$ cat config.mk
export PLATFORM = sky130hd
export DESIGN_NAME = oscs_top
export DESIGN_NICKNAME = d
export VERILOG_FILES = /design/src/rtl/oscs_unlock.v /design/src/rtl/oscs_gate.v /design/src/rtl/oscs_top.v
export VERILOG_INCLUDE_DIRS = /design/src /design/src/rtl
export SDC_FILE = /design/constraint.sdc
export NUM_CORES = 1
export LEC_CHECK = 0
export ABC_AREA = 0
export BUFFER_PORTS_ARGS = -buffer_cell sky130_fd_sc_hd__buf_2
export CORE_MARGIN = 4
export CORE_UTILIZATION = 59
export CTS_BUF_LIST = sky130_fd_sc_hd__clkbuf_4
export DETAILED_ROUTE_END_ITERATION = 8
export PLACE_DENSITY = 0.92
export SLEW_MARGIN = 25
export SYNTH_ARGS = -nofsm -noshare
export SYNTH_HDL_FRONTEND = slang
export SYNTH_HIERARCHICAL = 1
export SYNTH_SLANG_ARGS = --single-unit
$ cat constraint.sdc
create_clock -name pclk -period 2.77 [get_ports pclk]
set_input_delay 0.554 -clock pclk [delete_from_list [all_inputs] [get_ports pclk]]
set_output_delay 0.554 -clock pclk [all_outputs]
set_load 0.03 [all_outputs]
$ cat src/rtl/oscs_consts.vh
// Register indices, field positions, reset values and counts
// for the oscillator control and status block.
// Assumes byte address = 4 * index on a 32-bit APB.
`ifndef OSCS_CONSTS_VH
`define OSCS_CONSTS_VH

// ----------------------------------------
// Register indices
// ----------------------------------------
`define OSCS_IDX_STATUS 8'h03
`define OSCS_IDX_KEY 8'h04
`define OSCS_IDX_FCTRL 8'h10
`define OSCS_IDX_FTRIM 8'h11
`define OSCS_IDX_FTEMP 8'h12
`define OSCS_IDX_SCTRL 8'h18
`define OSCS_IDX_XCTRL 8'h1C

// ----------------------------------------
// Field positions
// ----------------------------------------
`define OSCS_BIT_RUNSTBY 1
`define OSCS_BIT_XEN 0
`define OSCS_BIT_XRUN 1
`define OSCS_BIT_XSEL 2
`define OSCS_BIT_CRYSTAL_STARTUP_COUNT 4
`define OSCS_BIT_LOCK 7
`define OSCS_BIT_SW 0
`define OSCS_BIT_FSTB 4
`define OSCS_BIT_SSTB 5
`define OSCS_BIT_XSTB 6
`define OSCS_BIT_EXTS 7

// ----------------------------------------
// Reset values and counts
// ----------------------------------------
`define OSCS_RST_CTRL 8'h00
`define OSCS_UNLOCK_KEY 8'hA5
`define OSCS_UNLOCK_SPAN 3'h4
`define OSCS_GATE_INT 3'h4
`define OSCS_GATE_XTAL 3'h2
`define OSCS_CRYSTAL_STARTUP_COUNT_1K 17'h00400
`define OSCS_CRYSTAL_STARTUP_COUNT_16K 17'h04000
`define OSCS_CRYSTAL_STARTUP_COUNT_32K 17'h08000
`define OSCS_CRYSTAL_STARTUP_COUNT_64K 17'h10000
`define OSCS_INT_SUT 17'h00010

`endif

$ cat src/rtl/oscs_unlock.v
// Unlock window for protected register writes.
// Assumes single-cycle pulses from the APB slave on pclk.
`timescale 1ns/1ps
`default_nettype none

module oscs_unlock (
    // Clock and reset
    input wire pclk,
    input wire presetn,
    // Bus events
    input wire key_hit,
    input wire xfer_done,
    input wire prot_write,
    // Window state
    output wire unlocked
);
`include "oscs_consts.vh"

reg [2:0] left_reg;

// ----------------------------------------
// Window counter
// ----------------------------------------
// A fresh key wins over any other event in the same cycle.
always @(posedge pclk or negedge presetn) begin
    if (!presetn) begin
        left_reg <= 3'h0;
    end else if (key_hit) begin
        left_reg <= `OSCS_UNLOCK_SPAN;
    end else if (prot_write) begin
        left_reg <= 3'h0;
    end else if (xfer_done && left_reg != 3'h0) begin
        left_reg <= left_reg - 3'h1;
    end
end

assign unlocked = (left_reg != 3'h0);

endmodule // oscs_unlock

`default_nettype wire

$ cat src/rtl/oscs_gate.v
// Start-up counter and glitch-free output gate for one oscillator.
// Assumes osc_in is asynchronous to pclk and much slower than it.
`timescale 1ns/1ps
`default_nettype none

module oscs_gate #(
    parameter CW = 17,
    parameter [2:0] GATE_CYC = 3'h4
) (
    // Clock and reset
    input wire pclk,
    input wire presetn,
    // Oscillator side
    input wire osc_in,
    input wire power,
    input wire req,
    input wire [CW-1:0] startup,
    // Results
    output wire clk_out,
    output wire warm,
    output wire gate_open
);

reg s1_reg;
reg s2_reg;
reg s3_reg;
reg [CW-1:0] wcnt_reg;
reg warm_reg;
reg [2:0] gcnt_reg;
reg gate_reg;
reg out_reg;
wire rise;

assign rise = s2_reg & ~s3_reg;

// ----------------------------------------
// Synchroniser, start-up and gate
// ----------------------------------------
always @(posedge pclk or negedge presetn) begin
    if (!presetn) begin
        s1_reg <= 1'b0;
        s2_reg <= 1'b0;
        s3_reg <= 1'b0;
        wcnt_reg <= {CW{1'b0}};
        warm_reg <= 1'b0;
        gcnt_reg <= 3'h0;
        gate_reg <= 1'b0;
        out_reg <= 1'b0;
    end else begin
        s1_reg <= osc_in;
        s2_reg <= s1_reg;
        s3_reg <= s2_reg;
        if (!power) begin
            wcnt_reg <= {CW{1'b0}};
            warm_reg <= 1'b0;
        end else if (!warm_reg) begin
            if (wcnt_reg >= startup)
                warm_reg <= 1'b1;
            else if (rise)
                wcnt_reg <= wcnt_reg + {{(CW-1){1'b0}}, 1'b1};
        end
        if (!req || !warm_reg)
            gcnt_reg <= 3'h0;
        else if (rise && gcnt_reg != GATE_CYC)
            gcnt_reg <= gcnt_reg + 3'h1;
        // Switching while low keeps pulses whole; a power loss closes the gate at any level.
        if (!power)
            gate_reg <= 1'b0;
        else if (!s2_reg)
            gate_reg <= req & warm_reg & (gcnt_reg == GATE_CYC);
        out_reg <= s2_reg & gate_reg;
    end
end

assign clk_out = out_reg;
assign warm = warm_reg;
assign gate_open = gate_reg;

endmodule // oscs_gate

`default_nettype wire

$ cat src/rtl/oscs_top.v
// Oscillator control, calibration and status registers on APB.
// Assumes oscillator outputs and the crystal pin arrive asynchronously;
// requests, fuses and the main clock select come from pclk logic.
//
// Local design decision: the APB register port.
`timescale 1ns/1ps
`default_nettype none
`include "oscs_consts.vh"

module oscs_top #(
    parameter AW = 12,
    parameter [16:0] CRYSTAL_STARTUP_COUNT_1K = `OSCS_CRYSTAL_STARTUP_COUNT_1K,
    parameter [16:0] CRYSTAL_STARTUP_COUNT_16K = `OSCS_CRYSTAL_STARTUP_COUNT_16K,
    parameter [16:0] CRYSTAL_STARTUP_COUNT_32K = `OSCS_CRYSTAL_STARTUP_COUNT_32K,
    parameter [16:0] CRYSTAL_STARTUP_COUNT_64K = `OSCS_CRYSTAL_STARTUP_COUNT_64K,
    parameter [16:0] FAST_SUT = `OSCS_INT_SUT,
    parameter [16:0] SLOW_SUT = `OSCS_INT_SUT,
    parameter [5:0] TRIM_16M = 6'h20,
    parameter [5:0] TRIM_20M = 6'h20,
    parameter [3:0] SLOPE_16M = 4'h8,
    parameter [3:0] SLOPE_20M = 4'h8
) (
    // APB clock and reset
    input wire pclk,
    input wire presetn,
    // APB slave
    input wire psel,
    input wire penable,
    input wire pwrite,
    input wire [AW-1:0] paddr,
    input wire [31:0] pwdata,
    input wire [3:0] pstrb,
    output wire [31:0] prdata,
    output wire pready,
    output wire pslverr,
    // Fuses
    input wire fuse_freq_choice,
    input wire fuse_calib_lock,
    // Main clock select logic
    input wire [1:0] main_src_sel,
    input wire main_switch_start,
    input wire ext_clk_started,
    // Peripheral clock requests
    input wire fast_periph_req,
    input wire slow_periph_req,
    input wire xtal_periph_req,
    // Raw oscillator outputs
    input wire fast_osc_in,
    input wire slow_osc_in,
    input wire crystal_pin_in,
    // Oscillator power and trim
    output wire fast_osc_power,
    output wire slow_osc_power,
    output wire crystal_osc_power,
    output wire [5:0] freq_trim,
    output wire [3:0] temp_slope_trim,
    // Crystal pins
    output wire crystal_pins_owned,
    output wire crystal_ext_mode,
    // Gated clocks
    output wire fast_clk_gated,
    output wire slow_clk_gated,
    output wire crystal_clk_gated,
    // Status
    output wire main_clock_switching
);

// ----------------------------------------
// Declarations
// ----------------------------------------
reg fctrl_run_reg;
reg sctrl_run_reg;
reg [5:0] ftrim_reg;
reg [3:0] ftemp_reg;
reg lock_reg;
reg fuse_done_reg;
reg xen_reg;
reg xrun_reg;
reg xsel_reg;
reg [1:0] crystal_startup_count_reg;
reg sw_reg;
reg [31:0] prdata_reg;
reg mapped;
reg [16:0] xtal_sut;
wire [7:0] idx;
wire upper_zero;
wire setup_ph;
wire acc_ph;
wire wr;
wire key_hit;
wire unlocked;
wire prot_ok;
wire prot_write;
wire fast_req;
wire slow_req;
wire xtal_req;
wire fast_warm;
wire slow_warm;
wire xtal_warm;
wire fast_stable;
wire slow_stable;
wire xtal_stable;
reg target_ok;

// ----------------------------------------
// APB decode
// ----------------------------------------
assign idx = paddr[9:2];
assign upper_zero = (paddr[AW-1:10] == {(AW-10){1'b0}}) &&
                    (paddr[1:0] == 2'b00);
assign setup_ph = psel & ~penable;
assign acc_ph = psel & penable;
assign pready = 1'b1;
assign pslverr = acc_ph & ~mapped;
assign wr = acc_ph & pwrite & mapped & pstrb[0];
assign prdata = prdata_reg;

always @* begin
    mapped = 1'b0;
    if (upper_zero) begin
        case (idx)
            `OSCS_IDX_STATUS: mapped = 1'b1;
            `OSCS_IDX_KEY: mapped = 1'b1;
            `OSCS_IDX_FCTRL: mapped = 1'b1;
            `OSCS_IDX_FTRIM: mapped = 1'b1;
            `OSCS_IDX_FTEMP: mapped = 1'b1;
            `OSCS_IDX_SCTRL: mapped = 1'b1;
            `OSCS_IDX_XCTRL: mapped = 1'b1;
            default: mapped = 1'b0;
        endcase
    end
end

// ----------------------------------------
// Protection window
// ----------------------------------------
assign key_hit = wr && (idx == `OSCS_IDX_KEY) &&
                 (pwdata[7:0] == `OSCS_UNLOCK_KEY);
assign prot_ok = unlocked & fuse_done_reg;
assign prot_write = wr && prot_ok && (idx != `OSCS_IDX_KEY) &&
                    (idx != `OSCS_IDX_STATUS);

oscs_unlock u_unlock (
    .pclk(pclk),
    .presetn(presetn),
    .key_hit(key_hit),
    .xfer_done(acc_ph),
    .prot_write(prot_write),
    .unlocked(unlocked)
);

// ----------------------------------------
// Control registers
// ----------------------------------------
// Fuse levels are caught on the first edge after reset release, never
// by the asynchronous reset itself.
always @(posedge pclk or negedge presetn) begin
    if (!presetn) begin
        fctrl_run_reg <= 1'b0;
        sctrl_run_reg <= 1'b0;
        ftrim_reg <= 6'h00;
        ftemp_reg <= 4'h0;
        lock_reg <= 1'b0;
        fuse_done_reg <= 1'b0;
        xen_reg <= 1'b0;
        xrun_reg <= 1'b0;
        xsel_reg <= 1'b0;
        crystal_startup_count_reg <= 2'b00;
    end else if (!fuse_done_reg) begin
        fuse_done_reg <= 1'b1;
        ftrim_reg <= fuse_freq_choice ? TRIM_20M : TRIM_16M;
        ftemp_reg <= fuse_freq_choice ? SLOPE_20M : SLOPE_16M;
        lock_reg <= fuse_calib_lock;
    end else if (prot_write) begin
        case (idx)
            `OSCS_IDX_FCTRL:
                fctrl_run_reg <= pwdata[`OSCS_BIT_RUNSTBY];
            `OSCS_IDX_FTRIM:
                if (!lock_reg)
                    ftrim_reg <= pwdata[5:0];
            `OSCS_IDX_FTEMP:
                if (!lock_reg)
                    ftemp_reg <= pwdata[3:0];
            `OSCS_IDX_SCTRL:
                sctrl_run_reg <= pwdata[`OSCS_BIT_RUNSTBY];
            `OSCS_IDX_XCTRL: begin
                xen_reg <= pwdata[`OSCS_BIT_XEN];
                xrun_reg <= pwdata[`OSCS_BIT_XRUN];
                if (!xen_reg && !xtal_stable) begin
                    xsel_reg <= pwdata[`OSCS_BIT_XSEL];
                    crystal_startup_count_reg <= pwdata[`OSCS_BIT_CRYSTAL_STARTUP_COUNT+1:`OSCS_BIT_CRYSTAL_STARTUP_COUNT];
                end
            end
            default: ;
        endcase
    end
end

// ----------------------------------------
// Requests and power
// ----------------------------------------
assign fast_req = fast_periph_req | (main_src_sel == 2'b00);
assign slow_req = slow_periph_req | (main_src_sel == 2'b01);
assign xtal_req = xtal_periph_req | (main_src_sel == 2'b10);

assign fast_osc_power = fctrl_run_reg | fast_req;
assign slow_osc_power = sctrl_run_reg | slow_req;
assign crystal_osc_power = xen_reg & (xrun_reg | xtal_req);

// The enable alone decides pin ownership, so the pins are held even
// while the oscillator idles waiting for a request.
assign crystal_pins_owned = xen_reg;
assign crystal_ext_mode = xsel_reg;
assign freq_trim = ftrim_reg;
assign temp_slope_trim = ftemp_reg;

always @* begin
    case (crystal_startup_count_reg)
        2'b00: xtal_sut = CRYSTAL_STARTUP_COUNT_1K;
        2'b01: xtal_sut = CRYSTAL_STARTUP_COUNT_16K;
        2'b10: xtal_sut = CRYSTAL_STARTUP_COUNT_32K;
        2'b11: xtal_sut = CRYSTAL_STARTUP_COUNT_64K;
        default: xtal_sut = CRYSTAL_STARTUP_COUNT_64K;
    endcase
    if (xsel_reg)
        xtal_sut = 17'h00000;
end

// ----------------------------------------
// Oscillator gates
// ----------------------------------------
oscs_gate #(
    .CW(17),
    .GATE_CYC(`OSCS_GATE_INT)
) u_fast (
    .pclk(pclk),
    .presetn(presetn),
    .osc_in(fast_osc_in),
    .power(fast_osc_power),
    .req(fast_req),
    .startup(FAST_SUT),
    .clk_out(fast_clk_gated),
    .warm(fast_warm),
    .gate_open()
);

oscs_gate #(
    .CW(17),
    .GATE_CYC(`OSCS_GATE_INT)
) u_slow (
    .pclk(pclk),
    .presetn(presetn),
    .osc_in(slow_osc_in),
    .power(slow_osc_power),
    .req(slow_req),
    .startup(SLOW_SUT),
    .clk_out(slow_clk_gated),
    .warm(slow_warm),
    .gate_open()
);

// A short gate count is what makes a warm crystal answer quickly.
oscs_gate #(
    .CW(17),
    .GATE_CYC(`OSCS_GATE_XTAL)
) u_xtal (
    .pclk(pclk),
    .presetn(presetn),
    .osc_in(crystal_pin_in),
    .power(crystal_osc_power),
    .req(xtal_req),
    .startup(xtal_sut),
    .clk_out(crystal_clk_gated),
    .warm(xtal_warm),
    .gate_open()
);

// ----------------------------------------
// Status
// ----------------------------------------
assign fast_stable = fast_warm & fast_req;
assign slow_stable = slow_warm & slow_req;
assign xtal_stable = xtal_warm & xtal_req;

always @* begin
    case (main_src_sel)
        2'b00: target_ok = fast_stable;
        2'b01: target_ok = slow_stable;
        2'b10: target_ok = xtal_stable;
        default: target_ok = ext_clk_started;
    endcase
end

// A new switch request in the clearing cycle keeps the flag set.
always @(posedge pclk or negedge presetn) begin
    if (!presetn)
        sw_reg <= 1'b0;
    else if (main_switch_start)
        sw_reg <= 1'b1;
    else if (target_ok)
        sw_reg <= 1'b0;
end
assign main_clock_switching = sw_reg;

// ----------------------------------------
// Read data
// ----------------------------------------
// Read data is loaded in the setup cycle, so no wait states are needed.
always @(posedge pclk or negedge presetn) begin
    if (!presetn) begin
        prdata_reg <= 32'h00000000;
    end else if (setup_ph) begin
        prdata_reg <= 32'h00000000;
        if (upper_zero && !pwrite) begin
            case (idx)
                `OSCS_IDX_STATUS: begin
                    prdata_reg[`OSCS_BIT_SW] <= sw_reg;
                    prdata_reg[`OSCS_BIT_FSTB] <= fast_stable;
                    prdata_reg[`OSCS_BIT_SSTB] <= slow_stable;
                    prdata_reg[`OSCS_BIT_XSTB] <= xtal_stable;
                    prdata_reg[`OSCS_BIT_EXTS] <= ext_clk_started;
                end
                `OSCS_IDX_FCTRL:
                    prdata_reg[`OSCS_BIT_RUNSTBY] <= fctrl_run_reg;
                `OSCS_IDX_FTRIM:
                    prdata_reg[5:0] <= ftrim_reg;
                `OSCS_IDX_FTEMP: begin
                    prdata_reg[3:0] <= ftemp_reg;
                    prdata_reg[`OSCS_BIT_LOCK] <= lock_reg;
                end
                `OSCS_IDX_SCTRL:
                    prdata_reg[`OSCS_BIT_RUNSTBY] <= sctrl_run_reg;
                `OSCS_IDX_XCTRL: begin
                    prdata_reg[`OSCS_BIT_XEN] <= xen_reg;
                    prdata_reg[`OSCS_BIT_XRUN] <= xrun_reg;
                    prdata_reg[`OSCS_BIT_XSEL] <= xsel_reg;
                    prdata_reg[`OSCS_BIT_CRYSTAL_STARTUP_COUNT+1:`OSCS_BIT_CRYSTAL_STARTUP_COUNT] <= crystal_startup_count_reg;
                end
                default: ;
            endcase
        end
    end
end

endmodule // oscs_top

`default_nettype wire

==> results.json <==
{
  "regToRegEndpoint": "u_xtal/wcnt_reg[8]",
  "drtAntennaViolNets": 0,
  "r2r_slack_ps": -40,
  "netlist_area_um2": 7170,
  "critPathMaxFanout": 8,
  "critical_path.max_stage_delay_ps": 460,
  "synthArstFlopShare": 1.00,
  "wire_per_inst_um": 17.3,
  "period_share": 1.02,
  "worst_path_max_delay_cell": "dfrtp_1",
  "hp-class": "in -> reg",
  "crit_chain": "buf_4 -> and3b_1 -> inv_2 -> ha_4 -> nand4_1 -> nor3_2 -> a2111oi_4 -> o221ai_4 -> buf_12 -> clkbuf_4 -> or3_4 -> a21oi_2",
  "hold_viol": 0,
  "wl_mm": 18.4,
  "status": "complete, but fails checks",
  "r2r_start": "crystal_startup_count_reg[1]",
  "r2r_cells": 12,
  "synth_edf_count": 0,
  "drt_iter0_drc": 615,
  "grt-ovfl-total": 0,
  "route.detailed.drc": 0,
  "fin_skew_ps": 13.8,
  "critPathLaunchType": "flop",
  "crit_buf_inv": 4,
  "insertion_delay_ps": 490,
  "ios": 118,
  "die_h_um": 118,
  "htree_levels": 3,
  "peakVddDrop_mv": 0.427,
  "fin_tns_setup_ps": -151,
  "hpwl_mm": 12.0,
  "drive_gt1_frac": 0.184,
  "syn_area_per_cell_um2": 9.21,
  "grt_pass1_wl_mm": 27.4,
  "maxCapViolCount": 0,
  "die_w_um": 118,
  "min_to": "u_slow/s1_reg",
  "cts_tree": "built",
  "syn2layout_area_growth_pct": 15.6,
  "initial_core_util": 0.615,
  "wl_met2_mm": 9.01,
  "worstHoldPathCells": 1,
  "powerDensity_nw_per_um2": 366,
  "die-area_um2": 14000,
  "cts_made_buffers": 9,
  "worstSetupPathType": "reg -> reg",
  "io_buffers": 64,
  "met1_length_mm": 7.14,
  "highest_layer": "met4",
  "clock-root-buffer": "clkbuf_4",
  "max_freq_mhz": 355,
  "row_count": 39,
  "path_clk_slew_ps": 170,
  "worst_slew_pin_slew_ps": 631,
  "place.gp.congestion": 0.876,
  "slew_violations": 0,
  "post_drt_via_cell_ratio": 6.19,
  "ys_seq_area_frac": 0.381,
  "synth_ff_type": "dfrtp_1",
  "met3WireLength_mm": 1.56,
  "holdCritStartpoint": "slow_osc_in",
  "crit_required_ps": 3190,
  "totalPowerFinal_uw": 3030,
  "cellLeakagePower_uw": 0.00382,
  "min_period_ps": 2810,
  "grt_pass1_vias": 5902,
  "setup_ws_ps": -43.6,
  "final_common_cell": "dfrtp_1",
  "mostFrequentLayoutCells": "dfrtp_1, nand2_1, conb_1, inv_1, buf_2",
  "crit_path_end_kind": "flop",
  "antenna_found_initial": 0,
  "setup_violations": 9,
  "synth-seq-cells": 109,
  "violations": "setup timing",
  "nNetsFinal": 1041,
  "dr.pass1.iters": 5,
  "core_um2": 11700,
  "cp.arrival_ps": 3240,
  "synth_cell_types": 73,
  "place_ws_ps": -37.1,
  "synthCells": 778,
  "maxSlewHeadroom": 0.577,
  "cts_buffer_depth": 2,
  "synth_warnings": 6,
  "dr_total_vias": 6575,
  "cts_sinks": 109,
  "cp_top_family": "simple AND/OR/NAND/NOR gates",
  "diodes": 0,
  "grtUsageTotal": 0.233,
  "grt_max_degree": 56
}
==> Yosys cell counts (all sizes together) (19+ instances only) <==
cell type	count	area, um^2
o21ai	38	194
or4	19	143
dfrtp	109	2730
ha	62	776
nand3	24	120
nand2	80	303
nand4	21	131
inv	70	263
a21oi	61	313
buf	33	246
or3	33	208
==> cell families (layout without fill, tap and decap cells) <==
| group | Yosys count | after routing | share of synthesized area |
|---|---|---|---|
| AO/OA/AOI/OAI | 175 | 176 | 0.165 |
| XOR/XNOR | 4 | 4 | 0.00489 |
| adder cells (fa/ha/maj) | 62 | 62 | 0.108 |
| buffers and inverters | 118 | 187 | 0.0789 |
| flip-flops | 109 | 109 | 0.381 |
| multiplexers | 26 | 26 | 0.0403 |
| other | 2 | 73 | 0.00105 |
| AND/OR/NAND/NOR | 282 | 282 | 0.221 |
==> layer usage <==
layer  up-vias  global-route usage
li1       3005                   -
met1      3134               0.298
met2       361               0.400
met3        75              0.0396
met4         0              0.0821
met5         -                   0
==> layout make-up <==
| type | instances | area (um^2) |
|---|---|---|
| clock buffers | 10 | 75.1 |
| clock inverters | 6 | 96.3 |
| fillers | 759 | 3370 |
| inverters | 70 | 263 |
| multi-input cells | 623 | 4290 |
| flip-flops and latches | 109 | 2730 |
| well taps | 143 | 179 |
| repair buffers | 101 | 658 |
==> per-stage QoR <==
stage               instance area [um^2]  cells  hold WS, ps  utilization
global route                        8290   1062          107        0.711
CTS                                 8040   1049          144        0.689
finish                              8290   1062          152        0.711
detailed placement                  7840   1030          341        0.672
global placement                    7840   1030          333        0.672
floorplan                           7430    849          258            -
==> worst max-delay path by stage <==
stage / from / slack (ps) / end / depth (start not counted)
final: crystal_startup_count_reg[1] / -40 / u_xtal/wcnt_reg[8] / 12
after global routing: crystal_startup_count_reg[1] / -140 / u_xtal/wcnt_reg[8] / 12
after CTS: crystal_ext_mode / 10 / u_xtal/wcnt_reg[14] / 10
after detailed placement: crystal_ext_mode / -40 / u_xtal/wcnt_reg[14] / 10
after global placement: crystal_startup_count_reg[0] / 90 / u_xtal/wcnt_reg[14] / 10
after floorplan: crystal_ext_mode / 60 / u_xtal/wcnt_reg[13] / 10
==> timing repair <==
| item | CTS | global route |
|---|---|---|
| hold buffers | 1 | 0 |
| setup buffers | 2 | 11 |
| cloned | 0 | 2 |
| pin swaps | 0 | 6 |
| resized for setup | 2 | 22 |
| setup endpoints to repair | 4 | 30 |
| hold endpoints to repair | 29 | 0 |
==> power breakdown <==
group	internal [uW]	switching, uW
sequential	1630	25.3
combinational	152	281
clock	386	561
Power figures use the tool's default switching activity.
